===== src/mgmt_regs.svh =====
`ifndef MGMT_REGS_SVH
`define MGMT_REGS_SVH

// bus address of this module (value is arbitrary)
`define DEV_ADDR 7'h50
`define SYS_CLK_MHZ 100
// least low time on the reset pin for a complete reset
`define RESET_MIN_NS 2000
`define RESET_MIN_CYC 10'((`RESET_MIN_NS * `SYS_CLK_MHZ + 999) / 1000)
// internal initialisation time after any reset
`define INIT_NS 5000
`define INIT_LAST 10'((`INIT_NS * `SYS_CLK_MHZ) / 1000 - 1)
`define CNT_ONE 10'h001
`define BYTE_BITS 4'h8
`define LAST_BIT 4'h7
// memory map
`define ADDR_STATUS 8'h02
`define ADDR_FLAGS 8'h03
`define ADDR_CTRL 8'h04
`define USER_BASE 8'h10
`define USER_DEPTH 16
`define USER_IDX_W 4
`define CTRL_RESET 8'h00
// field positions
`define DNR_BIT 0
`define LP_BIT 1
`define FLAG_RSTDONE 0
`define FLAG_ALARM 1
`define CTRL_FORCE_LP 0

`endif


===== src/mgmt_pkg.sv =====
package mgmt_pkg;
  typedef enum logic [3:0] {
    S_IDLE, S_ADDR, S_ADDR_ACK, S_PTR, S_PTR_ACK, S_WDATA, S_WDATA_ACK,
    S_RDATA, S_RD_ACK, S_RD_NEXT, S_WAIT
  } twi_state_t;
  typedef enum logic {ST_INIT, ST_READY} init_state_t;
endpackage


===== src/module_mgmt_control_pins.sv =====
// Behaviour
// - Answer serial commands only while module select is held low.
// - Host reads and writes the management map over clock and data lines.
// - Reset pin low beyond least pulse length restores all default settings.
// - Completion shown by interrupt low with data-not-ready bit negated.
// - Power-up raises the completion interrupt without a reset pulse.
// - Low-power input limits the module's maximum power.
// - Presence output tied to ground while inserted.
// - Interrupt low flags a fault or critical status.
// - Interrupt only pulled low or released; host supplies the pull-up.
`timescale 1ns/1ns
`include "mgmt_regs.svh"
module module_mgmt_control_pins import mgmt_pkg::*; (
  input wire logic sys_clk,
  input wire logic resetn,
  input wire logic moduleSelectN,
  input wire logic moduleResetN,
  input wire logic lowPowerRequest,
  input wire logic statusAlarm,
  input wire logic sclIn,
  output logic sclOut,
  output logic sclOeN,
  input wire logic sdaIn,
  output logic sdaOut,
  output logic sdaOeN,
  output logic presenceNOut,
  output logic presenceNOeN,
  output logic attentionIrqNOut,
  output logic attentionIrqNOeN,
  output logic highPowerEnable,
  output logic dataNotReady
);
  // ****************************************
  // pin synchronisers
  // ****************************************
  logic [1:0] selSync_r;
  logic [1:0] rstSync_r;
  logic [1:0] lpSync_r;

  always_ff @(posedge sys_clk or negedge resetn) begin
    if (!resetn) begin
      selSync_r <= 2'h3;
      rstSync_r <= 2'h3;
      lpSync_r <= 2'h3;
    end else begin
      selSync_r <= {selSync_r[0], moduleSelectN};
      rstSync_r <= {rstSync_r[0], moduleResetN};
      lpSync_r <= {lpSync_r[0], lowPowerRequest};
    end
  end

  wire selected = ~selSync_r[1];
  wire resetPinLow = ~rstSync_r[1];
  wire lowPower = lpSync_r[1];

  // ****************************************
  // reset pulse qualification
  // ****************************************
  logic [9:0] rstLowCnt_r;
  logic [9:0] rstLowCnt_nxt;
  wire resetHeld = rstLowCnt_r == `RESET_MIN_CYC;

  // count low time on reset pin
  assign rstLowCnt_nxt = !resetPinLow ? 10'h000 :
                         resetHeld ? rstLowCnt_r : rstLowCnt_r + `CNT_ONE;

  always_ff @(posedge sys_clk or negedge resetn) begin
    if (!resetn) begin
      rstLowCnt_r <= 10'h000;
    end else begin
      rstLowCnt_r <= rstLowCnt_nxt;
    end
  end

  // ****************************************
  // initialisation sequence
  // ****************************************
  init_state_t initState_r;
  logic [9:0] initCnt_r;
  wire initDone = initState_r == ST_INIT && initCnt_r == `INIT_LAST;

  // power-up starts in init, same path as a pin reset
  always_ff @(posedge sys_clk or negedge resetn) begin
    if (!resetn) begin
      initState_r <= ST_INIT;
      initCnt_r <= 10'h000;
    end else if (resetHeld) begin
      initState_r <= ST_INIT;
      initCnt_r <= 10'h000;
    end else begin
      unique case (initState_r)
        ST_INIT: begin
          initState_r <= initDone ? ST_READY : ST_INIT;
          initCnt_r <= initCnt_r + `CNT_ONE;
        end
        ST_READY: begin
        end
      endcase
    end
  end

  assign dataNotReady = initState_r != ST_READY;

  // ****************************************
  // serial access to the map
  // ****************************************
  logic [7:0] memAddr;
  logic [7:0] memWrData;
  logic memWe;
  logic memRe;
  logic [7:0] memRdData;

  two_wire_slave u_slave (
    .sys_clk(sys_clk),
    .resetn(resetn),
    .enable(selected),
    .abort(resetHeld),
    .sclIn(sclIn),
    .sdaIn(sdaIn),
    .sdaOeN(sdaOeN),
    .memAddr(memAddr),
    .memWrData(memWrData),
    .memWe(memWe),
    .memRe(memRe),
    .memRdData(memRdData)
  );

  // never stretches the clock, only pulls data low
  assign sclOut = 1'b0;
  assign sclOeN = 1'b1;
  assign sdaOut = 1'b0;

  function automatic logic addrIs(input logic [7:0] addr, input logic [7:0] target);
    addrIs = addr == target;
  endfunction

  wire userHit = memAddr >= `USER_BASE && memAddr < `USER_BASE + 8'(`USER_DEPTH);
  wire [`USER_IDX_W-1:0] userIdx = memAddr[`USER_IDX_W-1:0];
  wire flagRead = memRe && addrIs(memAddr, `ADDR_FLAGS);
  wire ctrlWrite = memWe && addrIs(memAddr, `ADDR_CTRL);

  // ****************************************
  // settings, flags and user area
  // ****************************************
  logic [7:0] ctrl_r;
  logic [7:0] userMem_r [`USER_DEPTH];
  logic rstDone_r;
  logic rstDone_nxt;
  logic alarm_r;
  logic alarm_nxt;

  always_ff @(posedge sys_clk or negedge resetn) begin
    if (!resetn) begin
      ctrl_r <= `CTRL_RESET;
      for (int i = 0; i < `USER_DEPTH; i++) begin
        userMem_r[i] <= 8'h00;
      end
    end else if (resetHeld) begin
      ctrl_r <= `CTRL_RESET;
      for (int i = 0; i < `USER_DEPTH; i++) begin
        userMem_r[i] <= 8'h00;
      end
    end else begin
      if (ctrlWrite) begin
        ctrl_r <= memWrData;
      end
      if (memWe && userHit) begin
        userMem_r[userIdx] <= memWrData;
      end
    end
  end

  // completion flag set as init ends, read clears, set wins
  assign rstDone_nxt = !resetHeld && (initDone || (rstDone_r && !flagRead));
  assign alarm_nxt = statusAlarm || (alarm_r && !flagRead && !resetHeld);

  always_ff @(posedge sys_clk or negedge resetn) begin
    if (!resetn) begin
      rstDone_r <= 1'b0;
      alarm_r <= 1'b0;
    end else begin
      rstDone_r <= rstDone_nxt;
      alarm_r <= alarm_nxt;
    end
  end

  logic [7:0] statusByte;
  logic [7:0] flagsByte;

  always_comb begin
    statusByte = 8'h00;
    statusByte[`DNR_BIT] = dataNotReady;
    statusByte[`LP_BIT] = lowPower;
    flagsByte = 8'h00;
    flagsByte[`FLAG_RSTDONE] = rstDone_r;
    flagsByte[`FLAG_ALARM] = alarm_r;
  end

  assign memRdData = addrIs(memAddr, `ADDR_STATUS) ? statusByte :
                     addrIs(memAddr, `ADDR_FLAGS) ? flagsByte :
                     addrIs(memAddr, `ADDR_CTRL) ? ctrl_r :
                     userHit ? userMem_r[userIdx] : 8'h00;

  // ****************************************
  // control pins
  // ****************************************
  // open drain: only low or released
  assign attentionIrqNOut = 1'b0;
  assign attentionIrqNOeN = ~(rstDone_r | alarm_r);

  assign presenceNOut = 1'b0;
  assign presenceNOeN = 1'b0;

  logic highPower_r;
  always_ff @(posedge sys_clk or negedge resetn) begin
    if (!resetn) begin
      highPower_r <= 1'b0;
    end else begin
      highPower_r <= !lowPower && !ctrl_r[`CTRL_FORCE_LP] && !dataNotReady;
    end
  end
  assign highPowerEnable = highPower_r;

  // ****************************************
  // checks
  // ****************************************
  chk_reset_sets_dnr: assert property (@(posedge sys_clk) disable iff (!resetn)
    resetHeld |=> dataNotReady) else $error("reset did not set not-ready");
  chk_short_pulse: assert property (@(posedge sys_clk) disable iff (!resetn)
    (!dataNotReady && $rose(resetPinLow)) |-> !dataNotReady [*8])
    else $error("short reset pulse acted");
  chk_done_irq: assert property (@(posedge sys_clk) disable iff (!resetn)
    $fell(dataNotReady) |-> !attentionIrqNOeN && !statusByte[`DNR_BIT])
    else $error("no completion interrupt at ready");
  chk_powerup_ready: assert property (@(posedge sys_clk) disable iff (!resetn)
    (initState_r == ST_INIT && initCnt_r == 10'h000 && !resetHeld && !resetPinLow)
    |-> ##[1:600] !attentionIrqNOeN) else $error("no completion after init");
  chk_dnr_hold: assert property (@(posedge sys_clk) disable iff (!resetn)
    $rose(dataNotReady) |-> dataNotReady [*8]) else $error("init too short");
  chk_low_power: assert property (@(posedge sys_clk) disable iff (!resetn)
    lowPower |=> !highPowerEnable) else $error("power not limited");
  chk_presence_low: assert property (@(posedge sys_clk) disable iff (!resetn)
    !presenceNOeN && !presenceNOut) else $error("presence not grounded");
  chk_alarm_irq: assert property (@(posedge sys_clk) disable iff (!resetn)
    statusAlarm |=> !attentionIrqNOeN) else $error("alarm not signalled");
  chk_irq_open_drain: assert property (@(posedge sys_clk) disable iff (!resetn)
    !attentionIrqNOut) else $error("interrupt driven high");
endmodule


===== src/two_wire_slave.sv =====
`timescale 1ns/1ns
`include "mgmt_regs.svh"
module two_wire_slave import mgmt_pkg::*; (
  input wire logic sys_clk,
  input wire logic resetn,
  input wire logic enable,
  input wire logic abort,
  input wire logic sclIn,
  input wire logic sdaIn,
  output logic sdaOeN,
  output logic [7:0] memAddr,
  output logic [7:0] memWrData,
  output logic memWe,
  output logic memRe,
  input wire logic [7:0] memRdData
);
  logic [2:0] sclSync_r;
  logic [2:0] sdaSync_r;
  twi_state_t state_r;
  logic [3:0] bitCnt_r;
  logic [7:0] shift_r;
  logic [7:0] ptr_r;
  logic readMode_r;
  logic sdaDrive_r;
  logic memWe_r;
  logic memRe_r;
  logic [7:0] memWrData_r;

  wire sclHigh = sclSync_r[1] & sclSync_r[2];
  wire sclRise = sclSync_r[1] & ~sclSync_r[2];
  wire sclFall = ~sclSync_r[1] & sclSync_r[2];
  wire sdaBit = sdaSync_r[1];
  wire startCond = sclHigh & ~sdaSync_r[1] & sdaSync_r[2];
  wire stopCond = sclHigh & sdaSync_r[1] & ~sdaSync_r[2];
  wire byteDone = sclFall && bitCnt_r == `BYTE_BITS;
  wire addrMatch = shift_r[7:1] == `DEV_ADDR;

  assign sdaOeN = ~sdaDrive_r;
  assign memAddr = ptr_r;
  assign memWrData = memWrData_r;
  assign memWe = memWe_r;
  assign memRe = memRe_r;

  always_ff @(posedge sys_clk or negedge resetn) begin
    if (!resetn) begin
      sclSync_r <= 3'h7;
      sdaSync_r <= 3'h7;
    end else begin
      sclSync_r <= {sclSync_r[1:0], sclIn};
      sdaSync_r <= {sdaSync_r[1:0], sdaIn};
    end
  end

  always_ff @(posedge sys_clk or negedge resetn) begin
    if (!resetn) begin
      state_r <= S_IDLE;
      bitCnt_r <= 4'h0;
      shift_r <= 8'h00;
      ptr_r <= 8'h00;
      readMode_r <= 1'b0;
      sdaDrive_r <= 1'b0;
      memWe_r <= 1'b0;
      memRe_r <= 1'b0;
      memWrData_r <= 8'h00;
    end else begin
      memWe_r <= 1'b0;
      memRe_r <= 1'b0;
      if (memWe_r || memRe_r) begin
        ptr_r <= ptr_r + 8'h01;
      end
      if (abort || !enable) begin
        state_r <= S_IDLE;
        sdaDrive_r <= 1'b0;
      end else if (startCond) begin
        state_r <= S_ADDR;
        bitCnt_r <= 4'h0;
        sdaDrive_r <= 1'b0;
      end else if (stopCond) begin
        state_r <= S_IDLE;
        sdaDrive_r <= 1'b0;
      end else begin
        unique case (state_r)
          S_IDLE, S_WAIT: begin
          end
          S_ADDR, S_PTR, S_WDATA: begin
            if (sclRise) begin
              shift_r <= {shift_r[6:0], sdaBit};
              bitCnt_r <= bitCnt_r + 4'h1;
            end else if (byteDone) begin
              sdaDrive_r <= 1'b1;
              if (state_r == S_ADDR) begin
                readMode_r <= shift_r[0];
                state_r <= addrMatch ? S_ADDR_ACK : S_WAIT;
                sdaDrive_r <= addrMatch;
              end else if (state_r == S_PTR) begin
                ptr_r <= shift_r;
                state_r <= S_PTR_ACK;
              end else begin
                memWrData_r <= shift_r;
                memWe_r <= 1'b1;
                state_r <= S_WDATA_ACK;
              end
            end
          end
          S_ADDR_ACK, S_PTR_ACK, S_WDATA_ACK, S_RD_NEXT: begin
            if (sclFall) begin
              bitCnt_r <= 4'h0;
              if ((state_r == S_ADDR_ACK && readMode_r) || state_r == S_RD_NEXT) begin
                shift_r <= memRdData;
                memRe_r <= 1'b1;
                sdaDrive_r <= ~memRdData[7];
                state_r <= S_RDATA;
              end else begin
                sdaDrive_r <= 1'b0;
                state_r <= (state_r == S_ADDR_ACK) ? S_PTR : S_WDATA;
              end
            end
          end
          S_RDATA: begin
            if (sclFall) begin
              if (bitCnt_r == `LAST_BIT) begin
                sdaDrive_r <= 1'b0;
                state_r <= S_RD_ACK;
              end else begin
                shift_r <= {shift_r[6:0], 1'b0};
                sdaDrive_r <= ~shift_r[6];
                bitCnt_r <= bitCnt_r + 4'h1;
              end
            end
          end
          S_RD_ACK: begin
            if (sclRise) begin
              state_r <= sdaBit ? S_WAIT : S_RD_NEXT;
            end
          end
        endcase
      end
    end
  end

  chk_deselect_release: assert property (@(posedge sys_clk) disable iff (!resetn)
    !enable |=> sdaOeN) else $error("sda driven while deselected");
  chk_addr_ack: assert property (@(posedge sys_clk) disable iff (!resetn)
    (state_r == S_ADDR && byteDone && addrMatch && enable && !abort && !startCond
     && !stopCond) |=> !sdaOeN ##1 state_r == S_ADDR_ACK)
    else $error("matching address not acknowledged");
endmodule


===== config.mk =====
export PLATFORM = sky130hd
export DESIGN_NAME = module_mgmt_control_pins
export DESIGN_NICKNAME = d
export VERILOG_FILES = /design/src/mgmt_pkg.sv /design/src/module_mgmt_control_pins.sv /design/src/two_wire_slave.sv
export VERILOG_INCLUDE_DIRS = /design/src /design/src/src
export SDC_FILE = /design/constraint.sdc
export NUM_CORES = 1
export LEC_CHECK = 0
export ABC_AREA = 1
export BUFFER_PORTS_ARGS = -buffer_cell sky130_fd_sc_hd__buf_2
export CAP_MARGIN = 10
export CORE_MARGIN = 2
export CORE_UTILIZATION = 63
export CTS_CLUSTER_SIZE = 28
export DETAILED_ROUTE_END_ITERATION = 16
export HOLD_SLACK_MARGIN = 0.1
export PLACE_DENSITY = 0.8
export SYNTH_ARGS = -nofsm -noshare
export SYNTH_HDL_FRONTEND = slang
export SYNTH_SLANG_ARGS = --single-unit

===== constraint.sdc =====
create_clock -name sys_clk -period 2.2 [get_ports sys_clk]
set_input_delay 0.22 -clock sys_clk [delete_from_list [all_inputs] [get_ports sys_clk]]
set_output_delay 0.22 -clock sys_clk [all_outputs]
set_load 0.005 [all_outputs]

==> impl_results.md, run 1 <==
- Post-synth ARST share: 1.00
- DRT iter0 DRCs: 938
- Clock network fraction of total power: 0.399
- Status: completed
- RSZ-0062 raised after global routing: false
- Count of cell types in the netlist: 42
- Final Setup Violations: 0
- Clock Skew: 0.0238 ns
- Synthesis-to-finish area growth: 12.4%
- First-pass GRT wire length: 42.6 mm
- Flops & latches, synth: 208
- Lkg Pwr: 5.21 nW
- Die footprint: 17300 um^2
- Data required, critical path: 2.60 ns
- Antenna viol nets, final: 0
- Worst Tran Pin Value: 0.573 ns
- Mapped Area: 10200 um^2
- Most used cell, CP: nor2_1
- Slowest-stage cell, CP: dfrtp_1
- Rel. slew slack: 0.618
- Worst Setup SP: u_slave.state_r[0]
- Comb pwr share: 0.164
- Layout cells sized above 1: 0.106
- Clk slew on worst S/H paths: 0.06 ns
- CTS tree: yes
- GR Util met1: 0.417
- Vias in the first global route: 8472
- Worst-Skew Late Latency: 0.52 ns
- Post-synth top area share: 0.479
- Num rows: 46
- Kind of end point of the critical path: register
- Final Hold Violating Endpoints: 0
- Worst hold slack: 0.254 ns
- Layout net count: 1315
- Worst hold path class: input port to asynchronous set/reset pin
- Width of the die: 132 um
- Core Box Area: 15900 um^2
- Longest Clk Path Bufs: 3
- Synth area leaders: dfrtp_1, nand2_1, nand3_1, o21ai_0, dfstp_2
- Die Y: 132 um
- Biggest area consumer among synthesized cells: dfrtp_1
- Net Sw Power: 0.00279 W
- EDFF count, synth: 0
- GR Overflow Total: 0
- Area after DPL: 10700 um^2
- Worst path bufs/invs: 2
- Pre-antenna DRT Iters: 5
- Worst setup SP type: register
- CP max stage delay: 0.45 ns
- N_diodes: 0
- Power share of the sequential group: 0.438
- GRT Overall Usage: 0.300
- Max Transition Viols Final: 0
- Critical path, cell by cell: inv_1 -> nor2_1 -> nand2_1 -> nand2_2 -> nor2_4 -> nand2_2 -> nor2_1 -> nor2_1 -> nand2_2 -> inv_4 -> nor2_1 -> a21oi_1
- Yosys warnings: 0
- Final setup TNS: 0 ns
- Synth Area per Inst: 7.99 um^2
- Design Area, Final: 11500 um^2
- WP depth: 12
- Worst-path maximum fanout: 9
- CTS Root Cell: clkbuf_16
- Max Cap Viol: 0
- Routed WL: 25.5 mm
- CTS buffer count: 22
- Post-synthesis cell count: 1282
- R2r endpoint: u_slave.shift_r[4]
- Ratio of final minimum period to clock period: 0.911
- Critical path class: register to register
- DRC viols: 0
- Initial antenna violation count: 0
- Max frequency: 499 MHz
- Sink Count: 208
- Post-synth top cells: nand2_1, nand3_1, dfrtp_1
- Ys flop type: dfrtp_1
- Sw frac: 0.294
- Reg2Reg Depth: 12
- Sequential fraction of the synthesis area: 0.510
- Htree depth: 1
- Global placement routability congestion: 0.903
- Most frequent cell after synthesis: nand2_1
- Top delay family on crit path: simple AND/OR/NAND/NOR gates
- Maximum number of pins on one net before global-route repair: 129
- R2R Setup Slk: 0.20 ns
- IO Port Bufs: 11
- HPWL Detailed: 16.3 mm
- Post-DR wirelength/cell: 16.7 um
- VDD IR max: 0.000971 V
- P per Cell Area: 826 nW/um^2
- GR met2 Demand/Resource: 0.492
- FF-to-FF Start: u_slave.state_r[0]
- Worst EP arrival: 2.41 ns
- Initial Util: 0.645
- Met3 usage: 0.0413
- Vias/cell: 5.83
- Final worst path period need: 2.00 ns
- Via count: 8919
- Top-Level Pins: 18
- Internal: 0.00672 W
- Gr busiest metal: met2
## through the flow
stage	power [W]	setup slack [ns]	cells	utilization
floorplan	0.00528	0.198	1286	-
global placement	0.00571	0.317	1483	0.673
detailed placement	0.00574	0.227	1483	0.673
CTS	0.00954	0.218	1530	0.724
global route	0.00991	0.00834	1530	0.725
finish	0.00951	0.196	1530	0.725
## state kept, by name (all words and copies together) (netlist names)
register / cells
u_slave.memWrData: 8
u_slave.readMode_r: 1
u_slave.sdaSync_r: 3
u_slave.bitCnt_r: 4
initState_r: 1
rstSync_r: 2
u_slave.memAddr: 8
rstDone_r: 1
highPowerEnable: 1
u_slave.shift_r: 8
u_slave.sclSync_r: 3
lpSync_r: 2
u_slave.state_r: 4
userMem_r: 128
ctrl_r: 8
u_slave.memRe: 1
alarm_r: 1
initCnt_r: 10
u_slave.memWe: 1
rstLowCnt_r: 10
u_slave.sdaDrive_r: 1
selSync_r: 2
## how the worst max path moves through the flow
stage,end,slack (ns)
floorplan,ctrl_r[6],0.20
global placement,ctrl_r[7],0.32
detailed placement,u_slave.state_r[0],0.23
CTS,u_slave.bitCnt_r[3],0.22
global route,userMem_r[111],0.008
finish,u_slave.shift_r[4],0.20
## repair_timing
| action | in CTS | in global routing |
|---|---|---|
| resized for setup | 0 | 1 |
| hold endpoints to repair | 65 | 0 |
| buffers inserted | 0 | 0 |
| setup endpoints to repair | 0 | 2 |
| hold buffers | 7 | 0 |
## cell families after synthesis
| logic type | Yosys count | share of synthesized area |
|---|---|---|
| multiplexers | 1 | 0.000977 |
| adder cells (fa/ha/maj) | 9 | 0.0110 |
| other | 2 | 0.000733 |
| flip-flops | 208 | 0.510 |
| AO/OA/AOI/OAI | 233 | 0.120 |
| XOR/XNOR | 9 | 0.00770 |
| AND/OR/NAND/NOR | 658 | 0.282 |
| buffers and inverters | 162 | 0.0683 |
## power by group through the flow
stage	sequential [W]	combinational [W]	clock [W]
5_1_grt	0.00418	0.00173	0.00400
4_1_cts	0.00416	0.00153	0.00384
2_1_floorplan	0.00418	0.00110	0
6_report	0.00416	0.00156	0.00379
3_3_place_gp	0.00422	0.00148	0
3_5_place_dp	0.00423	0.00152	0
## routing by layer
metal	up-vias	wire, um
met5	-	0
met4	0	832
met3	67	1410
met2	318	12200
met1	4257	11100
li1	4277	-
## placed cells by master, fill, tap and decap left out, drive strengths merged, types with 2 or more instances in the layout
| cell | instances |
|---|---|
| dfstp | 12 |
| conb | 6 |
| buf | 57 |
| ha | 9 |
| dlygate4sd3 | 7 |
| dfrtp | 196 |
| nand4 | 11 |
| o21ai | 174 |
| o21bai | 2 |
| nand3 | 218 |
| clkinvlp | 2 |
| nand3b | 2 |
| clkinv | 11 |
| a31oi | 2 |
| nor2 | 90 |
| inv | 82 |
| nor3 | 13 |
| nor3b | 3 |
| a21oi | 42 |
| bufinv | 2 |
| xor2 | 8 |
| nand2 | 317 |
| clkbuf | 29 |
| o22ai | 10 |
## worst register-to-register path: cells and delay by family (launching register included)
| kind | cells | cell delay [ns] |
|---|---|---|
| DFF | 1 | 0.45 |
| buffers and inverters | 2 | 0.24 |
| and+or+nand+nor | 9 | 1.14 |
| AOI/OAI and AO/OA | 1 | 0.05 |
## cell type report
class | instances | area (um^2)
clock buffers | 28 | 623
clock inverters | 12 | 126
fillers | 1261 | 4370
inverters | 85 | 322
multi-input cells | 916 | 4350
flip-flops and latches | 208 | 5220
well taps | 216 | 270
repair buffers | 65 | 599
No activity file was read; power rests on OpenSTA's default activity.
==> run 2, diff against run 1 <==
--- a/config.mk
+++ b/config.mk
@@ -11,6 +11,7 @@
 export CAP_MARGIN = 10
 export CORE_MARGIN = 2
 export CORE_UTILIZATION = 63
+export CTS_BUF_LIST = sky130_fd_sc_hd__clkbuf_16
 export CTS_CLUSTER_SIZE = 28
 export DETAILED_ROUTE_END_ITERATION = 16
 export HOLD_SLACK_MARGIN = 0.1
==> run 2 against run 1 <==
  * Power decreased by 2.0%
  * Sequential cell count unchanged
  * First-iteration DRC count increased by 3.6%
  * Wire length increased by 0.15%
==> impl_results.md, run 2 (same netlist as run 1, synthesis figures left out) <==
- Final Setup Violations: 0 (unchanged)
- Worst Tran Pin Value: 0.557 ns (was 0.573 ns)
- Sink Count: 208 (unchanged)
- Top Registers: userMem_r (128), initCnt_r (10), rstLowCnt_r (10) (unchanged)
- Lkg Pwr: 5.18 nW (was 5.21 nW)
- Max frequency: 499 MHz (about the same)
- IO Port Bufs: 11 (unchanged)
- Vias in the first global route: 8444 (was 8472)
- Critical path class: register to register (unchanged)
- RSZ-0062 raised after global routing: false (unchanged)
- CTS buffer count: 22 (unchanged)
- VDD IR max: 0.000738 V (was 0.000971 V)
- HPWL Detailed: 16.3 mm (unchanged)
- Ratio of final minimum period to clock period: 0.911 (about the same)
- Worst Setup SP: u_slave.state_r[0] (unchanged)
- Initial antenna violation count: 0 (unchanged)
- Internal: 0.00654 W (was 0.00672 W)
- P per Cell Area: 814 nW/um^2 (was 826 nW/um^2)
- Pre-antenna DRT Iters: 5 (unchanged)
- Kind of end point of the critical path: register (unchanged)
- Width of the die: 132 um (unchanged)
- Worst hold slack: 0.250 ns (was 0.254 ns)
- Final setup TNS: 0 ns (unchanged)
- Clk slew on worst S/H paths: 0.06 ns (about the same)
- Antenna viol nets, final: 0 (unchanged)
- Status: completed (unchanged)
- Die Y: 132 um (unchanged)
- N_diodes: 0 (unchanged)
- Num rows: 46 (unchanged)
- CTS tree: yes (unchanged)
- Biggest register: userMem_r (unchanged)
- First-pass GRT wire length: 42.5 mm (was 42.6 mm)
- DRC viols: 0 (unchanged)
- Commonest non-fill, non-tap cell in the layout: nand2_1 (unchanged)
- Longest Clk Path Bufs: 3 (unchanged)
- Max reg flops: 128 (unchanged)
- Maximum number of pins on one net before global-route repair: 129 (unchanged)
- Comb pwr share: 0.167 (was 0.164)
- Via count: 8904 (was 8919)
- Routed WL: 25.5 mm (about the same)
- Net Sw Power: 0.00279 W (about the same)
- Final Hold Violating Endpoints: 0 (unchanged)
- Die footprint: 17300 um^2 (unchanged)
- Data required, critical path: 2.60 ns (about the same)
- Max Transition Viols Final: 0 (unchanged)
- Power share of the sequential group: 0.447 (was 0.438)
- Worst hold path class: input port to asynchronous set/reset pin (unchanged)
- FF-to-FF Start: u_slave.state_r[0] (unchanged)
- Max Cap Viol: 0 (unchanged)
- Layout net count: 1315 (unchanged)
- Rel. slew slack: 0.629 (was 0.618)
- Top-Level Pins: 18 (unchanged)
- GRT Overall Usage: 0.300 (about the same)
- Sw frac: 0.299 (was 0.294)
- Initial Util: 0.645 (unchanged)
- Worst EP arrival: 2.40 ns (was 2.41 ns)
- Clock Skew: 0.0139 ns (was 0.0238 ns)
- Layout cells sized above 1: 0.102 (was 0.106)
- Worst setup SP type: register (unchanged)
- Final worst path period need: 2.01 ns (was 2.00 ns)
- Worst-path maximum fanout: 9 (unchanged)
- CTS Root Cell: clkbuf_16 (unchanged)
- Core Box Area: 15900 um^2 (unchanged)
- Global placement routability congestion: 0.903 (unchanged)
- Clock network fraction of total power: 0.386 (was 0.399)
- Vias/cell: 5.82 (was 5.83)
- Commonest non-fill, non-tap cells in the layout: nand2_1, nand3_1, dfrtp_1, o21ai_0, nor2_1 (unchanged)
- GR Overflow Total: 0 (unchanged)
- Worst-Skew Late Latency: 0.52 ns (about the same)
- Post-DR wirelength/cell: 16.7 um (about the same)
- Synthesis-to-finish area growth: 11.9% (was 12.4%)
- Htree depth: 1 (unchanged)
- DRT iter0 DRCs: 972 (was 938)
## run 2: cell count changes in the layout (fill, tap and decap cells not counted)
cell | previous run | this run
clkinv_1 | 3 | 8
clkbuf_8 | 6 | 1
inv_1 | 80 | 81
clkbuf_1 | 1 | 0
## run 2: path summary, 6_finish.rpt
path	end	slack (ns)	cells past startpoint
setup / recovery	u_slave.shift_r[4]	0.19	12
hold / removal	userMem_r[80]	0.25	2
setup reg to reg	u_slave.shift_r[4]	0.19	12
hold reg to reg	selSync_r[1]	0.36	0
max in group asynchronous	userMem_r[51]	1.23	3
min in group sys_clk	rstSync_r[0]	0.36	2
## run 2: power by group through the flow
stage               Sequential (W)  Combinational [W]  Clock, W
CTS                        0.00416            0.00153   0.00364
detailed placement         0.00423            0.00152         0
floorplan                  0.00418            0.00110         0
finish                     0.00416            0.00156   0.00360
global route               0.00418            0.00173   0.00380
global placement           0.00422            0.00148         0
## run 2: timing repair
action,in CTS,in global routing
buffers inserted,0,0
hold buffers,7,0
endpoints found under the hold margin,62,0
setup endpoints to repair,0,1
resized for setup,0,1
## run 2: per-layer routing
layer / vias up / GRT usage / wire length, um
met4: 0 / 0.100 / 838
met5: - / 0 / 0
met1: 4200 / 0.416 / 11000
li1: 4278 / - / -
met3: 68 / 0.0421 / 1570
met2: 358 / 0.489 / 12200
## run 2: through the flow
step | utilization | area [um^2] | power [W] | std cells | setup WS, ns
6_report | 0.722 | 11500 | 0.00933 | 1530 | 0.195
5_1_grt | 0.722 | 11500 | 0.00970 | 1530 | 0.00838
4_1_cts | 0.721 | 11500 | 0.00933 | 1530 | 0.223
3_5_place_dp | 0.673 | 10700 | 0.00574 | 1483 | 0.227
3_3_place_gp | 0.673 | 10700 | 0.00571 | 1483 | 0.317
2_1_floorplan | - | 10300 | 0.00528 | 1286 | 0.198
## run 2: worst max-delay path, stage by stage, from the launching register on
cell and delay (ns):
dfrtp_1 0.45, inv_1 0.15, nor2_1 0.07, nand2_1 0.12, nand2_2 0.10, nor2_4 0.18
nand2_2 0.08, nor2_1 0.22, nor2_1 0.09, nand2_2 0.19, inv_4 0.09, nor2_1 0.10
a21oi_1 0.05
## run 2: layout make-up
cell class	instances	area (um^2)
Multi-Input combinational cell	916	4350
Timing Repair Buffer	65	599
Inverter	85	322
Clock inverter	18	149
Tap cell	216	270
Fill cell	1267	4420
Sequential cell	208	5220
Clock buffer	22	551
==> run 3, diff against run 2 <==
--- a/config.mk
+++ b/config.mk
@@ -18,4 +18,5 @@
 export PLACE_DENSITY = 0.8
 export SYNTH_ARGS = -nofsm -noshare
 export SYNTH_HDL_FRONTEND = slang
+export SYNTH_HIERARCHICAL = 1
 export SYNTH_SLANG_ARGS = --single-unit
==> run 3 against run 2 <==
  * Core utilization is 0.072 points lower
  * Sequential power is 1% lower
  * Register-to-register slack worse by 0.05 ns
  * Critical path depth is 3 higher
  * Critical endpoint is now u_slave/memWrData[7]
  * Largest cell class unchanged
==> impl_results.md, run 3 <==
- Status: completed (unchanged)
- Critical path, cell by cell: inv_1 -> ha_1 -> nand3_1 -> nor2_1 -> nand3_2 -> inv_2 -> inv_1 -> nand2_1 -> inv_2 -> nand3_2 -> nor2_4 -> nand2_4 -> inv_1 -> nand2_1 -> nand2_1 (was inv_1 -> nor2_1 -> nand2_1 -> nand2_2 -> nor2_4 -> nand2_2 -> nor2_1 -> nor2_1 -> nand2_2 -> inv_4 -> nor2_1 -> a21oi_1)
- Max Cap Viol: 0 (unchanged)
- CP max stage delay: 0.41 ns (was 0.45 ns)
- Biggest area consumer among synthesized cells: dfrtp_1 (unchanged)
- VDD IR max: 0.000799 V (was 0.000738 V)
- EDFF count, synth: 0 (unchanged)
- Final worst path period need: 2.05 ns (was 2.01 ns)
- Final Non-Filler Cells: 1556 (was 1530)
- Commonest non-fill, non-tap cells in the layout: nand2_1, dfrtp_1, nor2_1, o21ai_0, inv_1 (was nand2_1, nand3_1, dfrtp_1, o21ai_0, nor2_1)
- Area after DPL: 10800 um^2 (was 10700 um^2)
- Internal: 0.00635 W (was 0.00654 W)
- Max reg flops: 128 (unchanged)
- Worst setup SP type: register (unchanged)
- Yosys warnings: 6 (was 0)
- Sink Count: 208 (unchanged)
- Final Setup Violations: 0 (unchanged)
- Final Hold Violating Endpoints: 0 (unchanged)
- Biggest register: userMem_r (unchanged)
- RSZ-0062 raised after global routing: true (was false)
- DRT iter0 DRCs: 827 (was 972)
- IO Port Bufs: 11 (unchanged)
- CTS buffer count: 21 (was 22)
- Comb pwr share: 0.187 (was 0.167)
- Worst-path maximum fanout: 16 (was 9)
- Most frequent cell after synthesis: nand2_1 (unchanged)
- Mapped Area: 10300 um^2 (was 10200 um^2)
- Num rows: 46 (unchanged)
- Initial Util: 0.645 (about the same)
- Power share of the sequential group: 0.449 (was 0.447)
- Synth area leaders: dfrtp_1, nand2_1, o21ai_0, nor2_1, inv_1 (was dfrtp_1, nand2_1, nand3_1, o21ai_0, dfstp_2)
- DRC viols: 0 (unchanged)
- N_diodes: 0 (unchanged)
- Clock network fraction of total power: 0.364 (was 0.386)
- Layout cells sized above 1: 0.141 (was 0.102)
- Data required, critical path: 2.60 ns (about the same)
- CTS Root Cell: clkbuf_16 (unchanged)
- Ys flop type: dfrtp_1 (unchanged)
- Maximum number of pins on one net before global-route repair: 67 (was 129)
- Lkg Pwr: 5.46 nW (was 5.18 nW)
- FF-to-FF Start: rstLowCnt_r[0] (was u_slave.state_r[0])
- HPWL Detailed: 17.3 mm (was 16.3 mm)
- Initial antenna violation count: 0 (unchanged)
- Kind of end point of the critical path: register (unchanged)
- Routed WL: 25.9 mm (was 25.5 mm)
- Post-synthesis cell count: 1278 (was 1282)
- Via count: 8829 (was 8904)
- Reg2Reg Depth: 15 (was 12)
- Commonest non-fill, non-tap cell in the layout: nand2_1 (unchanged)
- CTS tree: yes (unchanged)
- Net Sw Power: 0.00281 W (was 0.00279 W)
- Clk slew on worst S/H paths: 0.06 ns (about the same)
- Sequential fraction of the synthesis area: 0.507 (was 0.510)
- Post-synth top area share: 0.477 (was 0.479)
- Count of cell types in the netlist: 42 (unchanged)
- P per Cell Area: 798 nW/um^2 (was 814 nW/um^2)
- R2r endpoint: u_slave/memWrData[7] (was u_slave.shift_r[4])
- Clock Skew: 0.00936 ns (was 0.0139 ns)
- Post-DR wirelength/cell: 16.7 um (about the same)
- Top delay family on crit path: simple AND/OR/NAND/NOR gates (unchanged)
- Synth Area per Inst: 8.05 um^2 (was 7.99 um^2)
- Core Box Area: 15900 um^2 (about the same)
- Pre-antenna DRT Iters: 5 (unchanged)
- Flops & latches, synth: 208 (unchanged)
- Synthesis-to-finish area growth: 11.7% (was 11.9%)
- GR Overflow Total: 0 (unchanged)
- GRT Overall Usage: 0.304 (was 0.300)
- Antenna viol nets, final: 0 (unchanged)
- Worst-Skew Late Latency: 0.51 ns (was 0.52 ns)
- Rel. slew slack: 0.636 (was 0.629)
- Global placement routability congestion: 0.915 (was 0.903)
- First-pass GRT wire length: 42.7 mm (was 42.5 mm)
- Top Registers: userMem_r (128), initCnt_r (10), rstLowCnt_r (10) (unchanged)
- Top-Level Pins: 18 (unchanged)
- Max frequency: 487 MHz (was 499 MHz)
- Vias in the first global route: 8488 (was 8444)
- Worst hold slack: 0.277 ns (was 0.250 ns)
- Width of the die: 132 um (about the same)
- Longest Clk Path Bufs: 3 (unchanged)
- Worst EP arrival: 2.45 ns (was 2.40 ns)
- Worst path bufs/invs: 5 (was 2)
- Vias/cell: 5.67 (was 5.82)
- R2R Setup Slk: 0.15 ns (was 0.19 ns)
- Die Y: 132 um (about the same)
- Worst Tran Pin Value: 0.546 ns (was 0.557 ns)
- Final setup TNS: 0 ns (unchanged)
- Critical path class: register to register (unchanged)
- Slowest-stage cell, CP: dfrtp_1 (unchanged)
- Max Transition Viols Final: 0 (unchanged)
- Layout net count: 1340 (was 1315)
- Sw frac: 0.307 (was 0.299)
- Design Area, Final: 11500 um^2 (about the same)
- Post-synth top cells: nand2_1, dfrtp_1, nor2_1 (was nand2_1, nand3_1, dfrtp_1)
- Ratio of final minimum period to clock period: 0.933 (was 0.911)
- Die footprint: 17400 um^2 (was 17300 um^2)
- Htree depth: 1 (unchanged)
- Worst hold path class: input port to asynchronous set/reset pin (unchanged)
- Dpl cells: 1510 (was 1483)
- Post-synth ARST share: 1.00 (unchanged)
run 3: routing by layer:
metal / vias to the layer above / part of all wire / track usage
met3: 70 / 0.070 / 0.0465
met4: 0 / 0.036 / 0.116
met5: - / 0 / 0
met1: 4198 / 0.41 / 0.409
li1: 4185 / - / -
met2: 376 / 0.48 / 0.505
run 3: worst max-delay path by stage:
stage / start / endpoint / slack, ns / cells after the start
finish: rstLowCnt_r[0] / u_slave/memWrData[7] / 0.15 / 15
detailed placement: rstLowCnt_r[0] / u_slave/state_r[0] / 0.16 / 15
CTS: rstLowCnt_r[0] / u_slave/state_r[0] / 0.11 / 15
global placement: u_slave/memAddr[1] / u_slave/sdaDrive_r / 0.20 / 15
floorplan: rstLowCnt_r[0] / u_slave/state_r[1] / 0.07 / 16
global route: rstLowCnt_r[0] / u_slave/state_r[2] / -0.04 / 15
run 3: layout make-up:
class | instances | area [um^2]
clock inverter | 16 | 101
clock buffer | 21 | 526
sequential | 208 | 5220
inverter | 108 | 412
timing repair buffer | 70 | 599
multi-input combinational | 917 | 4360
fill | 1246 | 4450
tap | 216 | 270
run 3: power by group through the flow:
stage / clock [W] / combinational [W] / sequential [W]
final: 0.00334 / 0.00171 / 0.00412
after global routing: 0.00350 / 0.00193 / 0.00413
after CTS: 0.00337 / 0.00164 / 0.00411
after detailed placement: 0 / 0.00162 / 0.00418
after global placement: 0 / 0.00159 / 0.00418
after floorplan: 0 / 0.00117 / 0.00414
run 3: kinds of logic after synthesis:
family / synth area share
compound gates: 0.123
xor+xnor: 0.00681
fa+ha+maj: 0.00730
buf+inv: 0.0735
flops: 0.507
mux: 0.000973
other cells: 0.000730
simple gates: 0.281
run 3: what timing repair did:
action | 4_1_cts | 5_1_grt
buffers inserted | 0 | 1
setup endpoints to repair | 0 | 33
gates resized for setup | 0 | 12
hold endpoints to repair | 69 | 0
hold buffers | 7 | 0
run 3: through the flow:
stage	setup WS, ns	total power (W)	util
after floorplan	0.0709	0.00531	-
after global placement	0.196	0.00577	0.674
after CTS	0.110	0.00912	0.718
after detailed placement	0.163	0.00580	0.674
final	0.148	0.00917	0.721
after global routing	-0.0391	0.00956	0.721
